$ cat src/adct_cfg.svh
// constants for the converter timing control block
// assumes one 10 MHz system clock and a plain register port
`ifndef ADCT_CFG_SVH
`define ADCT_CFG_SVH
`define ADCT_ADDR_CTRL   4'h0
`define ADCT_ADDR_STAT   4'h1
`define ADCT_ADDR_RES    4'h2
`define ADCT_ADDR_DIV    4'h3
`define ADCT_CTRL_RST    16'h0000
`define ADCT_BIT_START   0
`define ADCT_BIT_8BIT    1
`define ADCT_BIT_NOPCAL  2
`define ADCT_BIT_IMPR    3
`define ADCT_BIT_ACK     4
`define ADCT_BIT_ST_LO   12
`define ADCT_BIT_TC_LO   14
`define ADCT_LOAD_SYS    8'h06
`define ADCT_SAR10_PC    8'h34
`define ADCT_SAR8_PC     8'h2C
`define ADCT_PCAL_BC     8'h0C
`define ADCT_SAR10_NP    8'h28
`define ADCT_SAR8_NP     8'h20
`define ADCT_CAL_MIN_BC  14'h01E4
`define ADCT_CAL_MAX_BC  14'h2DB0
`endif

$ cat src/adct_pkg.sv
// types for the converter timing control block
// assumes adct_cfg.svh supplies the numbers
package adct_pkg;
  typedef enum logic [2:0]
  {
    ADCT_IDLE   = 3'b000,
    ADCT_SAMPLE = 3'b001,
    ADCT_SAR    = 3'b010,
    ADCT_LOAD   = 3'b011
  } adct_state_e;
  typedef struct packed
  {
    logic [3:0]  addr;
    logic [15:0] wdata;
    logic        wr;
    logic        rd;
  } adct_bus_s;
endpackage : adct_pkg

$ cat src/adct_top.sv
// converter timing control: basic clock, sample, approximate, load
// assumes front end supplies a raw code plus range flags each load
`timescale 1ns/1ns
`include "adct_cfg.svh"
module adct_top #(
  parameter int CAL_NOISE_BC = 2000
) (
  input  wire logic             ref_clk,
  input  wire logic             rstn,
  input  wire adct_pkg::adct_bus_s bus,
  output logic [15:0]           rdata,
  input  wire logic [9:0]       raw_code,
  input  wire logic             below_gnd,
  input  wire logic             above_ref,
  output logic                  sample_en,
  output logic                  conv_done,
  output logic                  cal_busy
);
  logic [15:0] adc_control;
  logic [7:0]  impr_div;
  logic [9:0]  result;
  logic [7:0]  div_cnt;
  logic [7:0]  ph_cnt;
  logic [13:0] cal_cnt;
  logic        start_req;
  adct_pkg::adct_state_e state;
  adct_pkg::adct_state_e next_state;

  // basic clock divide ratio, fixed table or improved register
  function automatic logic [7:0] div_of(input logic [1:0] tc);
    unique case (tc)
      2'b00: div_of = 8'h04;
      2'b01: div_of = 8'h02;
      2'b10: div_of = 8'h10;
      2'b11: div_of = 8'h08;
    endcase
  endfunction : div_of

  wire [1:0] conv_clock_divider_select = adc_control[`ADCT_BIT_TC_LO+:2];
  wire [1:0] sample_period_select      = adc_control[`ADCT_BIT_ST_LO+:2];
  wire       impr = adc_control[`ADCT_BIT_IMPR];
  // improved mode divider: zero treated as one to keep the clock alive
  wire [7:0] impr_n = (impr_div == 8'h00) ? 8'h01 : impr_div;
  wire [7:0] div_n  = impr ? impr_n
                           : div_of(conv_clock_divider_select);
  wire       bc_tick = (div_cnt >= div_n - 8'h01);
  // sample length in basic periods
  wire [7:0] samp_bc = 8'h08 << sample_period_select;
  wire [7:0] sar_bc  = (adc_control[`ADCT_BIT_8BIT] ? `ADCT_SAR8_PC
                        : `ADCT_SAR10_PC)
                       - (adc_control[`ADCT_BIT_NOPCAL] ? `ADCT_PCAL_BC
                          : 8'h00);
  // clamp out-of-range input before loading
  wire [9:0] clamp = below_gnd ? 10'h000 : above_ref ? 10'h3FF
                               : raw_code;
  wire       wr_ctrl = bus.wr && bus.addr == `ADCT_ADDR_CTRL;
  wire       ack = wr_ctrl && bus.wdata[`ADCT_BIT_ACK];
  wire       ph_end_bc = bc_tick && (ph_cnt == 8'h01);
  wire       load_end  = (ph_cnt == 8'h01);
  wire [15:0] rd_mux =
    (bus.addr == `ADCT_ADDR_CTRL) ? adc_control :
    (bus.addr == `ADCT_ADDR_STAT) ? {13'h0000, cal_busy,
                                     (state != adct_pkg::ADCT_IDLE),
                                     conv_done} :
    (bus.addr == `ADCT_ADDR_RES)  ? {6'h00, result} :
    (bus.addr == `ADCT_ADDR_DIV)  ? {8'h00, impr_div} : 16'h0000;

  // register writes; start is a request latched until the sequencer idles
  always_ff @(posedge ref_clk)
  begin
    if (!rstn)
    begin
      adc_control <= `ADCT_CTRL_RST;
      impr_div    <= 8'h04;
      rdata       <= 16'h0000;
    end
    else
    begin
      if (wr_ctrl)
        adc_control <= bus.wdata & 16'hF00E;
      if (bus.wr && bus.addr == `ADCT_ADDR_DIV)
        impr_div <= bus.wdata[7:0];
      rdata <= bus.rd ? rd_mux : 16'h0000;
    end
  end

  always_ff @(posedge ref_clk)
  begin
    if (!rstn)
      start_req <= 1'b0;
    else if (wr_ctrl && bus.wdata[`ADCT_BIT_START])
      start_req <= 1'b1;
    else if (state == adct_pkg::ADCT_IDLE)
      start_req <= 1'b0;
  end

  // basic clock divider, free running
  always_ff @(posedge ref_clk)
  begin
    if (!rstn || bc_tick)
      div_cnt <= 8'h00;
    else
      div_cnt <= div_cnt + 8'h01;
  end

  // sequencer next state
  always_comb
  begin
    next_state = state;
    unique case (state)
      adct_pkg::ADCT_IDLE:   if (start_req) next_state = adct_pkg::ADCT_SAMPLE;
      adct_pkg::ADCT_SAMPLE: if (ph_end_bc) next_state = adct_pkg::ADCT_SAR;
      adct_pkg::ADCT_SAR:    if (ph_end_bc) next_state = adct_pkg::ADCT_LOAD;
      adct_pkg::ADCT_LOAD:   if (load_end)  next_state = adct_pkg::ADCT_IDLE;
      default:               next_state = adct_pkg::ADCT_IDLE;
    endcase
  end

  // phase counters: sample and sar count basic ticks, load counts clocks
  always_ff @(posedge ref_clk)
  begin
    if (!rstn)
    begin
      state     <= adct_pkg::ADCT_IDLE;
      ph_cnt    <= 8'h00;
      sample_en <= 1'b0;
      result    <= 10'h000;
    end
    else
    begin
      state     <= next_state;
      sample_en <= (next_state == adct_pkg::ADCT_SAMPLE);
      if (state == adct_pkg::ADCT_IDLE && start_req)
        ph_cnt <= samp_bc;
      else if (state == adct_pkg::ADCT_SAMPLE && ph_end_bc)
        ph_cnt <= sar_bc;
      else if (state == adct_pkg::ADCT_SAR && ph_end_bc)
        ph_cnt <= `ADCT_LOAD_SYS;
      else if (state == adct_pkg::ADCT_LOAD)
        ph_cnt <= ph_cnt - 8'h01;
      else if (bc_tick && ph_cnt != 8'h00)
        ph_cnt <= ph_cnt - 8'h01;
      if (state == adct_pkg::ADCT_LOAD && load_end)
        result <= clamp;
    end
  end

  // done flag: the load sets it and wins over a same-cycle acknowledge
  always_ff @(posedge ref_clk)
  begin
    if (!rstn)
      conv_done <= 1'b0;
    else if (state == adct_pkg::ADCT_LOAD && load_end)
      conv_done <= 1'b1;
    else if (ack)
      conv_done <= 1'b0;
  end

  // reset calibration; a busy sequencer pauses it, so conversions extend it
  always_ff @(posedge ref_clk)
  begin
    if (!rstn)
    begin
      cal_cnt  <= 14'h0000;
      cal_busy <= 1'b1;
    end
    else if (cal_busy && bc_tick && state == adct_pkg::ADCT_IDLE)
    begin
      cal_cnt <= cal_cnt + 14'h0001;
      if (cal_cnt + 14'h0001 >= 14'(CAL_NOISE_BC) &&
          cal_cnt + 14'h0001 >= `ADCT_CAL_MIN_BC ||
          cal_cnt + 14'h0001 >= `ADCT_CAL_MAX_BC)
        cal_busy <= 1'b0;
    end
  end

  // checker helpers only; they watch the datapath and drive no output
  logic [7:0] chk_gap;
  logic [7:0] chk_div;
  logic       chk_steady;
  logic [7:0] chk_sar;
  logic [7:0] chk_sar_exp;
  // approximation length due for the mode, kept apart from sar_bc
  wire  [7:0] chk_sar_due =
    adc_control[`ADCT_BIT_8BIT]
      ? (adc_control[`ADCT_BIT_NOPCAL] ? `ADCT_SAR8_NP : `ADCT_SAR8_PC)
      : (adc_control[`ADCT_BIT_NOPCAL] ? `ADCT_SAR10_NP : `ADCT_SAR10_PC);

  // clocks since the last basic tick, and whether the ratio held still
  always_ff @(posedge ref_clk)
  begin
    chk_div <= div_n;
    if (!rstn || bc_tick)
    begin
      chk_gap    <= 8'h01;
      chk_steady <= 1'b1;
    end
    else
    begin
      chk_gap <= chk_gap + 8'h01;
      if (div_n != chk_div)
        chk_steady <= 1'b0;
    end
  end

  // basic ticks spent approximating in the current conversion
  always_ff @(posedge ref_clk)
  begin
    if (!rstn || state != adct_pkg::ADCT_SAR)
      chk_sar <= 8'h00;
    else if (bc_tick)
      chk_sar <= chk_sar + 8'h01;
  end

  // latch the due length as sampling ends; later writes cannot move it
  always_ff @(posedge ref_clk)
  begin
    if (!rstn)
      chk_sar_exp <= 8'h00;
    else if (state == adct_pkg::ADCT_SAMPLE && ph_end_bc)
      chk_sar_exp <= chk_sar_due;
  end

  property p_done_load;
    @(posedge ref_clk) disable iff (!rstn)
    (state == adct_pkg::ADCT_LOAD && load_end) |=> conv_done;
  endproperty
  a_done_load: assert property (p_done_load)
    else $error("done not set");
  property p_done_hold;
    @(posedge ref_clk) disable iff (!rstn)
    (conv_done && !ack) |=> conv_done;
  endproperty
  a_done_hold: assert property (p_done_hold)
    else $error("done dropped");
  property p_done_ack;
    @(posedge ref_clk) disable iff (!rstn)
    (ack && !(state == adct_pkg::ADCT_LOAD && load_end)) |=> !conv_done;
  endproperty
  a_done_ack: assert property (p_done_ack)
    else $error("done not cleared");
  property p_load_len;
    @(posedge ref_clk) disable iff (!rstn)
    $rose(state == adct_pkg::ADCT_LOAD) |->
      (state == adct_pkg::ADCT_LOAD)[*6] ##1 state == adct_pkg::ADCT_IDLE;
  endproperty
  a_load_len: assert property (p_load_len)
    else $error("load not 6 clocks");
  property p_clamp_lo;
    @(posedge ref_clk) disable iff (!rstn)
    (state == adct_pkg::ADCT_LOAD && load_end && below_gnd)
      |=> result == 10'h000;
  endproperty
  a_clamp_lo: assert property (p_clamp_lo)
    else $error("low clamp");
  property p_clamp_hi;
    @(posedge ref_clk) disable iff (!rstn)
    (state == adct_pkg::ADCT_LOAD && load_end && !below_gnd && above_ref)
      |=> result == 10'h3FF;
  endproperty
  a_clamp_hi: assert property (p_clamp_hi)
    else $error("high clamp");
  property p_div_fix;
    @(posedge ref_clk) disable iff (!rstn)
    !impr && conv_clock_divider_select == 2'b10 |-> div_n == 8'h10;
  endproperty
  a_div_fix: assert property (p_div_fix)
    else $error("div 16 wrong");
  property p_div_period;
    @(posedge ref_clk) disable iff (!rstn)
    (bc_tick && chk_steady && div_n == chk_div) |-> chk_gap == div_n;
  endproperty
  a_div_period: assert property (p_div_period)
    else $error("basic tick spacing");
  property p_samp;
    @(posedge ref_clk) disable iff (!rstn)
    (state == adct_pkg::ADCT_IDLE && start_req) |=>
      ph_cnt == (8'h08 << $past(sample_period_select));
  endproperty
  a_samp: assert property (p_samp)
    else $error("sample length");
  property p_seq;
    @(posedge ref_clk) disable iff (!rstn)
    (state == adct_pkg::ADCT_IDLE && start_req) |=>
      (state == adct_pkg::ADCT_SAMPLE && sample_en);
  endproperty
  a_seq: assert property (p_seq)
    else $error("sample phase not entered");
  property p_sar;
    @(posedge ref_clk) disable iff (!rstn)
    (state == adct_pkg::ADCT_SAMPLE && ph_end_bc) |=>
      ph_cnt + ($past(adc_control[`ADCT_BIT_NOPCAL]) ? 8'h0C : 8'h00)
      == ($past(adc_control[`ADCT_BIT_8BIT]) ? 8'h2C : 8'h34);
  endproperty
  a_sar: assert property (p_sar)
    else $error("sar length");
  property p_sar_ticks;
    @(posedge ref_clk) disable iff (!rstn)
    (state == adct_pkg::ADCT_SAR && ph_end_bc) |->
      chk_sar + 8'h01 == chk_sar_exp;
  endproperty
  a_sar_ticks: assert property (p_sar_ticks)
    else $error("approximation length");
  property p_cal_min;
    @(posedge ref_clk) disable iff (!rstn)
    $fell(cal_busy) |-> cal_cnt >= `ADCT_CAL_MIN_BC;
  endproperty
  a_cal_min: assert property (p_cal_min)
    else $error("cal too short");
  property p_cal_max;
    @(posedge ref_clk) disable iff (!rstn)
    cal_busy |-> cal_cnt < `ADCT_CAL_MAX_BC;
  endproperty
  a_cal_max: assert property (p_cal_max)
    else $error("cal too long");
  property p_cal_hold;
    @(posedge ref_clk) disable iff (!rstn)
    (cal_busy && state != adct_pkg::ADCT_IDLE) |=> $stable(cal_cnt);
  endproperty
  a_cal_hold: assert property (p_cal_hold)
    else $error("cal ran");
  c_conv: cover property (@(posedge ref_clk) $rose(conv_done));
  c_cal:  cover property (@(posedge ref_clk) $fell(cal_busy));
  c_impr: cover property (@(posedge ref_clk) impr && bc_tick);
  c_nopcal: cover property (@(posedge ref_clk) ph_end_bc &&
    state == adct_pkg::ADCT_SAR && adc_control[`ADCT_BIT_NOPCAL]);
endmodule : adct_top

$ cat config.mk
export PLATFORM = sky130hd
export DESIGN_NAME = adct_top
export DESIGN_NICKNAME = d
export VERILOG_FILES = /design/src/adct_pkg.sv /design/src/adct_top.sv
export VERILOG_INCLUDE_DIRS = /design/src
export SDC_FILE = /design/constraint.sdc
export NUM_CORES = 1
export LEC_CHECK = 0
export BUFFER_PORTS_ARGS = -buffer_cell sky130_fd_sc_hd__clkbuf_2
export CELL_PAD_IN_SITES_DETAIL_PLACEMENT = 0
export CELL_PAD_IN_SITES_GLOBAL_PLACEMENT = 1
export CORE_MARGIN = 4
export CORE_UTILIZATION = 39
export DETAILED_ROUTE_END_ITERATION = 6
export PLACE_DENSITY_LB_ADDON = 0.15
export SLEW_MARGIN = 20
export SYNTH_ARGS = -nofsm -noshare
export SYNTH_HDL_FRONTEND = slang
export SYNTH_SLANG_ARGS = --single-unit
$ cat constraint.sdc
create_clock -name ref_clk -period 3.4 [get_ports ref_clk]
set_clock_uncertainty 0.15 [all_clocks]
set_input_delay 0.34 -clock ref_clk [delete_from_list [all_inputs] [get_ports ref_clk]]
set_output_delay 0.34 -clock ref_clk [all_outputs]
set_load 0.005 [all_outputs]
After elaboration in Yosys (flattened, before gate mapping)
Index checks and enable logic that the tools add are counted.

Register bits after elaboration: 78. Latch bits: 0. Memory bits (writable): 0. Memory bits (read-only): 0. Input port bits: 36. Logic and storage cells: 92. Memories kept: 0.

$add $sub $neg: 5. $mul: 0. Divide/modulo/power cells: 0. Magnitude comparators: 4. Equal/unequal tests: 11. Shifts and indexed selects: 1. Muxes and demuxes: 25. Bitwise gates (word level): 1. Reduce and logical (&&, ||, !) cells: 30.

Operators with widths (count): $mux 8 (8); $mux 10 (4); $pmux 8 s4 (1); $mux 16 (1); $sub 8x1->8 const B (2); $add 14x1->14 const B (1); $ge 14x11->1 const B (1); $ge 14x14->1 const B (1); $ge 14x9->1 const B (1); $logic_and 1x1->1 (13); $mux 3 (4); $pmux 3 s4 (1); $add 8x1->8 const B (1); $eq 4x2->1 const B (2); $eq 8x1->1 const B (1); $ge 8x8->1 (1); $logic_not 8->1 (1); $reduce_bool 8->1 (1); $shl 4x2->8 const A (1); $sub 6x4->7 (1); $eq 3x1->1 const B (2); $eq 3x2->1 const B (2); $mux 5 (1); $reduce_bool 5->1 (1); other kinds (17) (24).

Depth between registers and ports, before layout
Gate-level depths: netlist of the first run.

Word-level depth: 11. Gate-level depth with buffers: 18. Depth with buffers taken out: 17.

Worst setup path after synthesis of the first run
Ideal clock, no wire load.

Path kind: flip-flop to flip-flop. Start: register impr_div[7]. End: register ph_cnt[1]. Data arrival time: 3.061 ns. Path slack: 0.110 ns. Stages on the path, launching flop included: 16. Path buffers: 0. Period minus slack after synthesis: 3.290 ns. Path through: dfxtp_1 > nor3_1 > nor3b_1 > o21ai_0 > ha_1 > nand2_1 > xnor2_1 > a21oi_1 > ha_1 > nand2_1 > nor2_1 > a211oi_2 > a21boi_1 > or2_1 > mux2_4 > a211oi_2.

Word-level cells in the longest chain between the ends: 10.

RTL lines: start: declaration (RTL line adct_top.sv:20) `logic [7:0] impr_div;`; start signal: assignment (RTL line adct_top.sv:82) `impr_div <= bus.wdata[7:0];`; $logic_not 8->1 (RTL line adct_top.sv:43) `wire [7:0] impr_n = (impr_div == 8'h00) ? 8'h01 : impr_div;`; $mux 8 * (RTL line adct_top.sv:43); $mux 8 * (RTL line adct_top.sv:44) `wire [7:0] div_n = impr ? impr_n`; $sub 8x1->8 * (RTL line adct_top.sv:46) `wire bc_tick = (div_cnt >= div_n - 8'h01);`; $ge 8x8->1 * (RTL line adct_top.sv:46); $logic_and 1x1->1 (RTL line adct_top.sv:58) `wire ph_end_bc = bc_tick && (ph_cnt == 8'h01);`; $logic_and 1x1->1 (RTL line adct_top.sv:137) `else if (state == adct_pkg::ADCT_SAR && ph_end_bc)`; $mux 8 (RTL line adct_top.sv:137); $mux 8 (RTL line adct_top.sv:135) `else if (state == adct_pkg::ADCT_SAMPLE && ph_end_bc)`; $mux 8 (RTL line adct_top.sv:133) `if (state == adct_pkg::ADCT_IDLE && start_req)`; end signal: assignment (RTL line adct_top.sv:134) `ph_cnt <= samp_bc;`; end signal: assignment (RTL line adct_top.sv:136) `ph_cnt <= sar_bc;`; end signal: assignment (RTL line adct_top.sv:138) `` ph_cnt <= `ADCT_LOAD_SYS; ``; end: declaration (RTL line adct_top.sv:23) `logic [7:0] ph_cnt;`.

Every way passes the cells marked *; elsewhere a longest branch is shown, timed or not. A chain may end at the register's enable or synchronous reset.

Worst setup path in the final report of the first run
Start: register impr_div[6]. End: register cal_cnt[0].

Word-level cells in the longest chain between the ends: 7.

RTL lines: $logic_not 8->1 (RTL line adct_top.sv:43); $mux 8 * (RTL line adct_top.sv:43); $mux 8 * (RTL line adct_top.sv:44); $sub 8x1->8 * (RTL line adct_top.sv:46); $ge 8x8->1 * (RTL line adct_top.sv:46); $logic_and 1x1->1 * (2 in a row) (RTL line adct_top.sv:167) `else if (cal_busy && bc_tick && state == adct_pkg::ADCT_IDLE)`; end signal: assignment (RTL line adct_top.sv:169) `cal_cnt <= cal_cnt + 14'h0001;`; end: declaration (RTL line adct_top.sv:24) `logic [13:0] cal_cnt;`.

Marks and branches as above.

==> results of run 1 <==
## worst register-to-register path, stage by stage (launching register included)
cell and delay, ps:
dfxtp_2 330, nor3_2 200, nor3b_2 190, o21ai_1 110
ha_2 230, nand2_2 70, xnor2_1 110, a21oi_1 100
ha_1 310, nand2_1 80, nor2_2 50, a211oi_4 320
buf_6 160, buf_12 100, a21oi_4 80, clkbuf_16 160
buf_4 130, xor2_1 130, and2_1 150
## registers in the layout, indices dropped and copies added, names as in the netlist
name	count
cal_busy	1
impr_div	8
adc_control	7
div_cnt	8
sample_en	1
result	10
start_req	1
state	3
conv_done	1
cal_cnt	14
rdata	14
ph_cnt	8
## power by group through the flow
stage / Clock, mW / Sequential, mW / Combinational, mW
2_1_floorplan: 0 / 1.00 / 0.532
3_3_place_gp: 0 / 1.02 / 0.709
3_5_place_dp: 0 / 1.02 / 0.713
4_1_cts: 0.687 / 1.00 / 0.731
5_1_grt: 0.718 / 1.01 / 0.856
6_report: 0.657 / 1.00 / 0.775
## cells by family (layout without fill, tap and decap cells)
logic type | Yosys count | in the layout | synth area share
fa+ha+maj | 16 | 16 | 0.0496
simple gates | 219 | 219 | 0.290
other cells | 1 | 3 | 0.000929
xor+xnor | 26 | 26 | 0.0564
compound gates | 71 | 71 | 0.117
buf+inv | 39 | 111 | 0.0391
mux | 25 | 25 | 0.0697
flops | 76 | 76 | 0.377
## routing by layer
metal  up-vias  track usage  share of wire
met5         -            0              0
met4         0       0.0445         0.0055
met3         4       0.0405          0.039
met2        59        0.270           0.47
met1      1592        0.221           0.49
li1       1774            -              -
## cell usage after synthesis (2+ instances only)
cell type,number,area (sq um)
o22ai_1,2,12.5
a21boi_1,2,15.0
and3_1,9,56.3
o211ai_1,3,22.5
buf_2,3,15.0
buf_4,2,15.0
nor4b_1,2,17.5
mux2i_1,21,210
xnor2_1,10,87.6
xor2_1,16,140
nand3_1,14,70.1
o21ai_0,14,70.1
nand4_1,9,56.3
mux4_2,2,45.0
nor2b_1,38,238
buf_1,2,7.51
nor3_1,25,125
clkbuf_1,17,63.8
ha_1,16,200
or3_1,2,12.5
nand2b_1,3,18.8
nor4_1,4,25.0
o311ai_0,4,35.0
nand2_1,36,135
and2_1,14,87.6
inv_1,15,56.3
dfxtp_1,76,1520
a211oi_2,2,25.0
o31ai_1,3,22.5
a31oi_1,2,12.5
a21oi_1,25,125
nand3b_1,3,22.5
nor2_1,44,165
a211oi_1,2,15.0
nor3b_1,6,45.0
## cell type report
type	instances	area (sq um)
flip-flops and latches	76	1530
clock buffers	9	124
fillers	988	5040
clock inverters	7	57.6
multi-input cells	360	2420
well taps	133	166
repair buffers	80	527
inverters	15	56.3
## worst max-delay path by stage
stage | start | to | slack [ps] | depth (start not counted)
finish | impr_div[6] | cal_cnt[0] | 160 | 18
global route | impr_div[2] | cal_cnt[0] | -30 | 20
CTS | impr_div[7] | cal_cnt[11] | 40 | 16
detailed placement | impr_div[7] | ph_cnt[1] | 8 | 16
floorplan | impr_div[7] | ph_cnt[1] | 110 | 15
global placement | impr_div[7] | ph_cnt[1] | 40 | 15
## repair_timing
item / CTS / global route
gates cloned: 0 / 1
pin swaps: 2 / 12
gates resized for setup: 0 / 19
setup endpoints to repair: 1 / 24
setup buffers: 2 / 7
==> results.py, run 1 <==
metrics = {
    "worst_setup_path": {
        "path_cells": "nor3_2 -> nor3b_2 -> o21ai_1 -> ha_2 -> nand2_2 -> xnor2_1 -> a21oi_1 -> ha_1 -> nand2_1 -> nor2_2 -> a211oi_4 -> buf_6 -> buf_12 -> a21oi_4 -> clkbuf_16 -> buf_4 -> xor2_1 -> and2_1",
        "slowest_stage": "dfxtp_2",
        "r2r_end": "cal_cnt[0]",
        "worst-path-max-fanout": 7,
        "endpoint_kind": "flip-flop",
        "arrival_ps": 3340,
        "setup.worst_path.class": "flip-flop to flip-flop",
        "required_ps": 3500,
        "crit_family": "simple AND/OR/NAND/NOR gates",
        "reg2reg_depth": 18,
        "cp-start-kind": "flip-flop",
        "path_buf_inv": 4,
        "r2r-start": "impr_div[6]",
        "slowest_delay_ps": 330,
        "worst-r2r-setup-slack_ps": 160,
    },
    "timing": {
        "holdWs_ps": 107,
        "fin_crit_sh": 0.953,
        "slew_viol_final": 0,
        "finalHoldViolCount": 0,
        "relSlewSlack": 0.514,
        "fin_crit_ps": 3240,
        "fmax_mhz": 309,
        "setup_tns_ps": 0,
        "fin_ws_ps": 160,
        "setup_violations": 0,
        "worst_pin_slew_ps": 727,
    },
    "power": {
        "power_leakage_nw": 1.93,
        "p_int_mw": 1.59,
        "swShare": 0.348,
        "power_frac_seq": 0.412,
        "p_switching_uw": 848,
        "irDropWorstVdd_mv": 0.237,
        "powerDensity_nw_per_um2": 500,
        "pwr-share-clk": 0.270,
        "total_power_mw": 2.44,
        "comb_power_share": 0.318,
    },
    "placed_design": {
        "place_ws_ps": 7.57,
        "dp_cells": 655,
        "place_area_sq_um": 4530,
        "port_buffers": 48,
        "gp_congestion": 0.801,
        "hpwl_um": 7080,
    },
    "clock_network": {
        "clk_latency_ps": 350,
        "cts-buffers-inserted": 9,
        "clock-sinks": 76,
        "cts_tree": "done",
        "root_buffer": "clkbuf_8",
        "htree_levels": 3,
        "ctsHoldBuffers": 0,
        "cts_buffer_depth": 2,
        "clkTransAtPathRegs_ps": 90,
    },
    "cells_and_area": {
        "area_growth_pct": 20.7,
        "finalNonFillerCells": 680,
        "num_antenna_cells": 0,
        "num-nets-final": 594,
        "final_cell_mix": "dfxtp_1, clkbuf_2, nor2_1",
        "final_common_cell": "dfxtp_1",
        "finalInstanceArea_sq_um": 4870,
        "final_core_util": 0.492,
        "drive_above_1_share": 0.232,
    },
    "hold_path": {
        "holdPathEnd": "adc_control[13]",
        "worstHoldPathType": "primary input to flip-flop",
        "hp-start": "bus[15]",
        "min_path_cells": 3,
    },
    "yosys": {
        "netlist_area_sq_um": 4040,
        "ys.flop_type": "dfxtp_1",
        "syn_inst": 473,
        "syn_area_per_cell_sq_um": 8.53,
        "synth-async-reset-ratio": 0,
        "synth_edf_count": 0,
        "ys_types": 60,
        "yosysSeqAreaShare": 0.377,
        "ys.warnings.count": 0,
        "ys_seq_elements": 76,
    },
    "die": {
        "ios": 55,
        "std_cell_rows": 36,
        "core_area_sq_um": 9910,
        "dieWidth_um": 110,
        "start_util": 0.407,
        "dieArea_sq_um": 12000,
        "die_h_um": 110,
    },
    "run": {
        "max-cap-violations": 0,
    },
    "global_route": {
        "antenna_found_initial": 0,
        "grt_pass1_wl_um": 15900,
        "grt_max_degree": 32,
        "grt_util_all_layers": 0.166,
        "grt_pass1_vias": 3276,
        "grt_overflow_total": 0,
    },
    "route": {
        "drtAntennaViolNets": 0,
        "wl_per_cell_um": 14.2,
        "remaining_drc_errors": 0,
        "drt-total-wl_um": 9690,
        "drt_first_pass_iters": 4,
        "first_iter_violations": 133,
        "vias": 3429,
        "routed_via_density": 5.04,
    },
    "run_status": {
        "status": "completed",
    },
}
No activity file was read; power rests on OpenSTA's default activity.
==> run 2, diff against run 1 <==
--- a/config.mk
+++ b/config.mk
@@ -9,8 +9,9 @@
 export BUFFER_PORTS_ARGS = -buffer_cell sky130_fd_sc_hd__clkbuf_2
 export CELL_PAD_IN_SITES_DETAIL_PLACEMENT = 0
 export CELL_PAD_IN_SITES_GLOBAL_PLACEMENT = 1
-export CORE_MARGIN = 4
-export CORE_UTILIZATION = 39
+export CORE_MARGIN = 2
+export CORE_UTILIZATION = 40
+export CTS_BUF_LIST = sky130_fd_sc_hd__clkbuf_2
 export DETAILED_ROUTE_END_ITERATION = 6
 export PLACE_DENSITY_LB_ADDON = 0.15
 export SLEW_MARGIN = 20
==> run 2 against run 1 <==
  * Register-to-register slack gained 30 ps
  * First-iteration DRC count fell by 11%
  * Final area is 0.21% lower
  * Wire length decreased by 1.6%
  * Setup slack gained 30 ps
  * Clock-buffer cell count rose by 1
  * Combinational power decreased by 2%
  * Clock power shrank 22%
  * Total power fell by 6.5%
  * Die area is 9.4% lower
  * Non-clock buffer count increased by 8
  * Critical endpoint is now ph_cnt[3]
  * Largest cell class unchanged
  * Highest routed layer unchanged
==> results.py, run 2 (same netlist as run 1, synthesis figures left out) <==
metrics = {
    "route": {
        "first_iter_violations": 118,
        "vias": 3466,
        "drtAntennaViolNets": 0,
        "drt-total-wl_um": 9530,
        "routed_via_density": 5.04,
        "drt_first_pass_iters": 4,
        "remaining_drc_errors": 0,
        "wl_per_cell_um": 13.9,
    },
    "timing": {
        "worst_pin_slew_ps": 706,
        "setup_tns_ps": 0,
        "fmax_mhz": 311,
        "fin_crit_ps": 3210,
        "relSlewSlack": 0.528,
        "slew_viol_final": 0,
        "setup_violations": 0,
        "finalHoldViolCount": 0,
        "fin_crit_sh": 0.944,
    },
    "global_route": {
        "grt_pass1_wl_um": 16400,
        "grt_overflow_total": 0,
        "grt_util_all_layers": 0.184,
        "antenna_found_initial": 0,
        "grt_max_degree": 30,
        "grt_pass1_vias": 3397,
    },
    "worst_setup_path": {
        "arrival_ps": 3510,
        "setup.worst_path.class": "flip-flop to flip-flop",
        "cp-start-kind": "flip-flop",
        "endpoint_kind": "flip-flop",
        "worst-path-max-fanout": 5,
        "required_ps": 3700,
    },
    "die": {
        "dieWidth_um": 104,
        "dieArea_sq_um": 10900,
        "std_cell_rows": 36,
        "ios": 55,
        "core_area_sq_um": 9770,
        "die_h_um": 104,
        "start_util": 0.413,
    },
    "cells_and_area": {
        "reg_top3": "cal_cnt (14), rdata (14), result (10)",
        "final_common_cell": "dfxtp_1",
        "num-nets-final": 602,
        "fillCellCount": 998,
        "num_antenna_cells": 0,
        "finalNonFillerCells": 688,
        "area_growth_pct": 20.5,
        "finalInstanceArea_sq_um": 4860,
        "final_cell_mix": "dfxtp_1, clkbuf_2, nor2_1",
        "drive_above_1_share": 0.223,
    },
    "clock_network": {
        "cts-buffers-inserted": 9,
        "cts_tree": "done",
        "clk_latency_ps": 530,
        "root_buffer": "clkbuf_2",
        "htree_levels": 3,
        "clock-sinks": 76,
        "cts_buffer_depth": 2,
        "clkTransAtPathRegs_ps": 230,
    },
    "run_status": {
        "status": "completed",
    },
    "placed_design": {
        "place_area_sq_um": 4540,
        "dp_cells": 656,
        "gp_congestion": 0.828,
        "port_buffers": 48,
        "hpwl_um": 6980,
    },
    "run": {
        "max-cap-violations": 0,
    },
    "power": {
        "irDropWorstVdd_mv": 0.227,
        "power_leakage_nw": 1.92,
        "powerDensity_nw_per_um2": 468,
    },
    "hold_path": {
        "worstHoldPathType": "primary input to flip-flop",
    },
}
run 2: what timing repair did:
action	CTS	global route
pin swaps	2	2
gates resized for setup	1	19
cloned	0	0
setup endpoints to repair	4	33
endpoints found under the hold margin	15	0
buffers inserted	2	2
hold buffers	12	0
run 2: worst paths after layout:
check | start | end | slack, ps | cells past startpoint
min | raw_code[0] | result[0] | 40 | 5
max reg2reg | impr_div[2] | ph_cnt[3] | 190 | 16
max | impr_div[2] | ph_cnt[3] | 190 | 16
min reg2reg | result[8] | rdata[8] | 350 | 1
run 2: critical path, stage by stage (launching register included):
cell and delay, ps:
dfxtp_2 370, nor2_2 150, nand2_2 100, nor3b_4 180, o21ai_2 80, ha_2 220, nand2_1 80, xnor2_1 110
a21oi_1 100, ha_1 290, nand4_1 120, a31o_2 270, buf_4 150, a21oi_4 210, nor3_2 90, o31ai_1 350
a21boi_1 110
run 2: layout make-up:
class | instances | area, sq um | area share
multi-input combinational | 360 | 2420 | 0.497
tap | 133 | 166 | 0.0342
clock buffer | 10 | 50.0 | 0.0103
clock inverter | 6 | 63.8 | 0.0131
inverter | 15 | 56.3 | 0.0116
sequential | 76 | 1530 | 0.314
timing repair buffer | 88 | 583 | 0.120
run 2: report_power, final:
group	switching (mW)	total (mW)	internal [mW]	leakage, nW
combinational	0.400	0.763	0.362	1.24
sequential	0.0648	1.01	0.941	0.614
clock	0.338	0.510	0.172	0.0683
total	0.803	2.28	1.48	1.92
run 2: routing by layer:
metal,part of all wire,vias up,global-route usage
li1,-,1795,-
met1,0.49,1598,0.247
met2,0.46,60,0.298
met3,0.036,13,0.0326
met4,0.014,0,0.0598
met5,0,-,0
run 2: metrics by stage:
stage          utilization  hold WS (ps)  total power [mW]  setup slack (ps)
6_report             0.498          35.3              2.28               190
5_1_grt              0.498          22.3              2.45             -1.38
4_1_cts              0.490          15.9              2.27              23.8
3_5_place_dp         0.465           321              1.73             -55.9
3_3_place_gp         0.465           318              1.72              55.6
2_1_floorplan            -           298              1.54               110
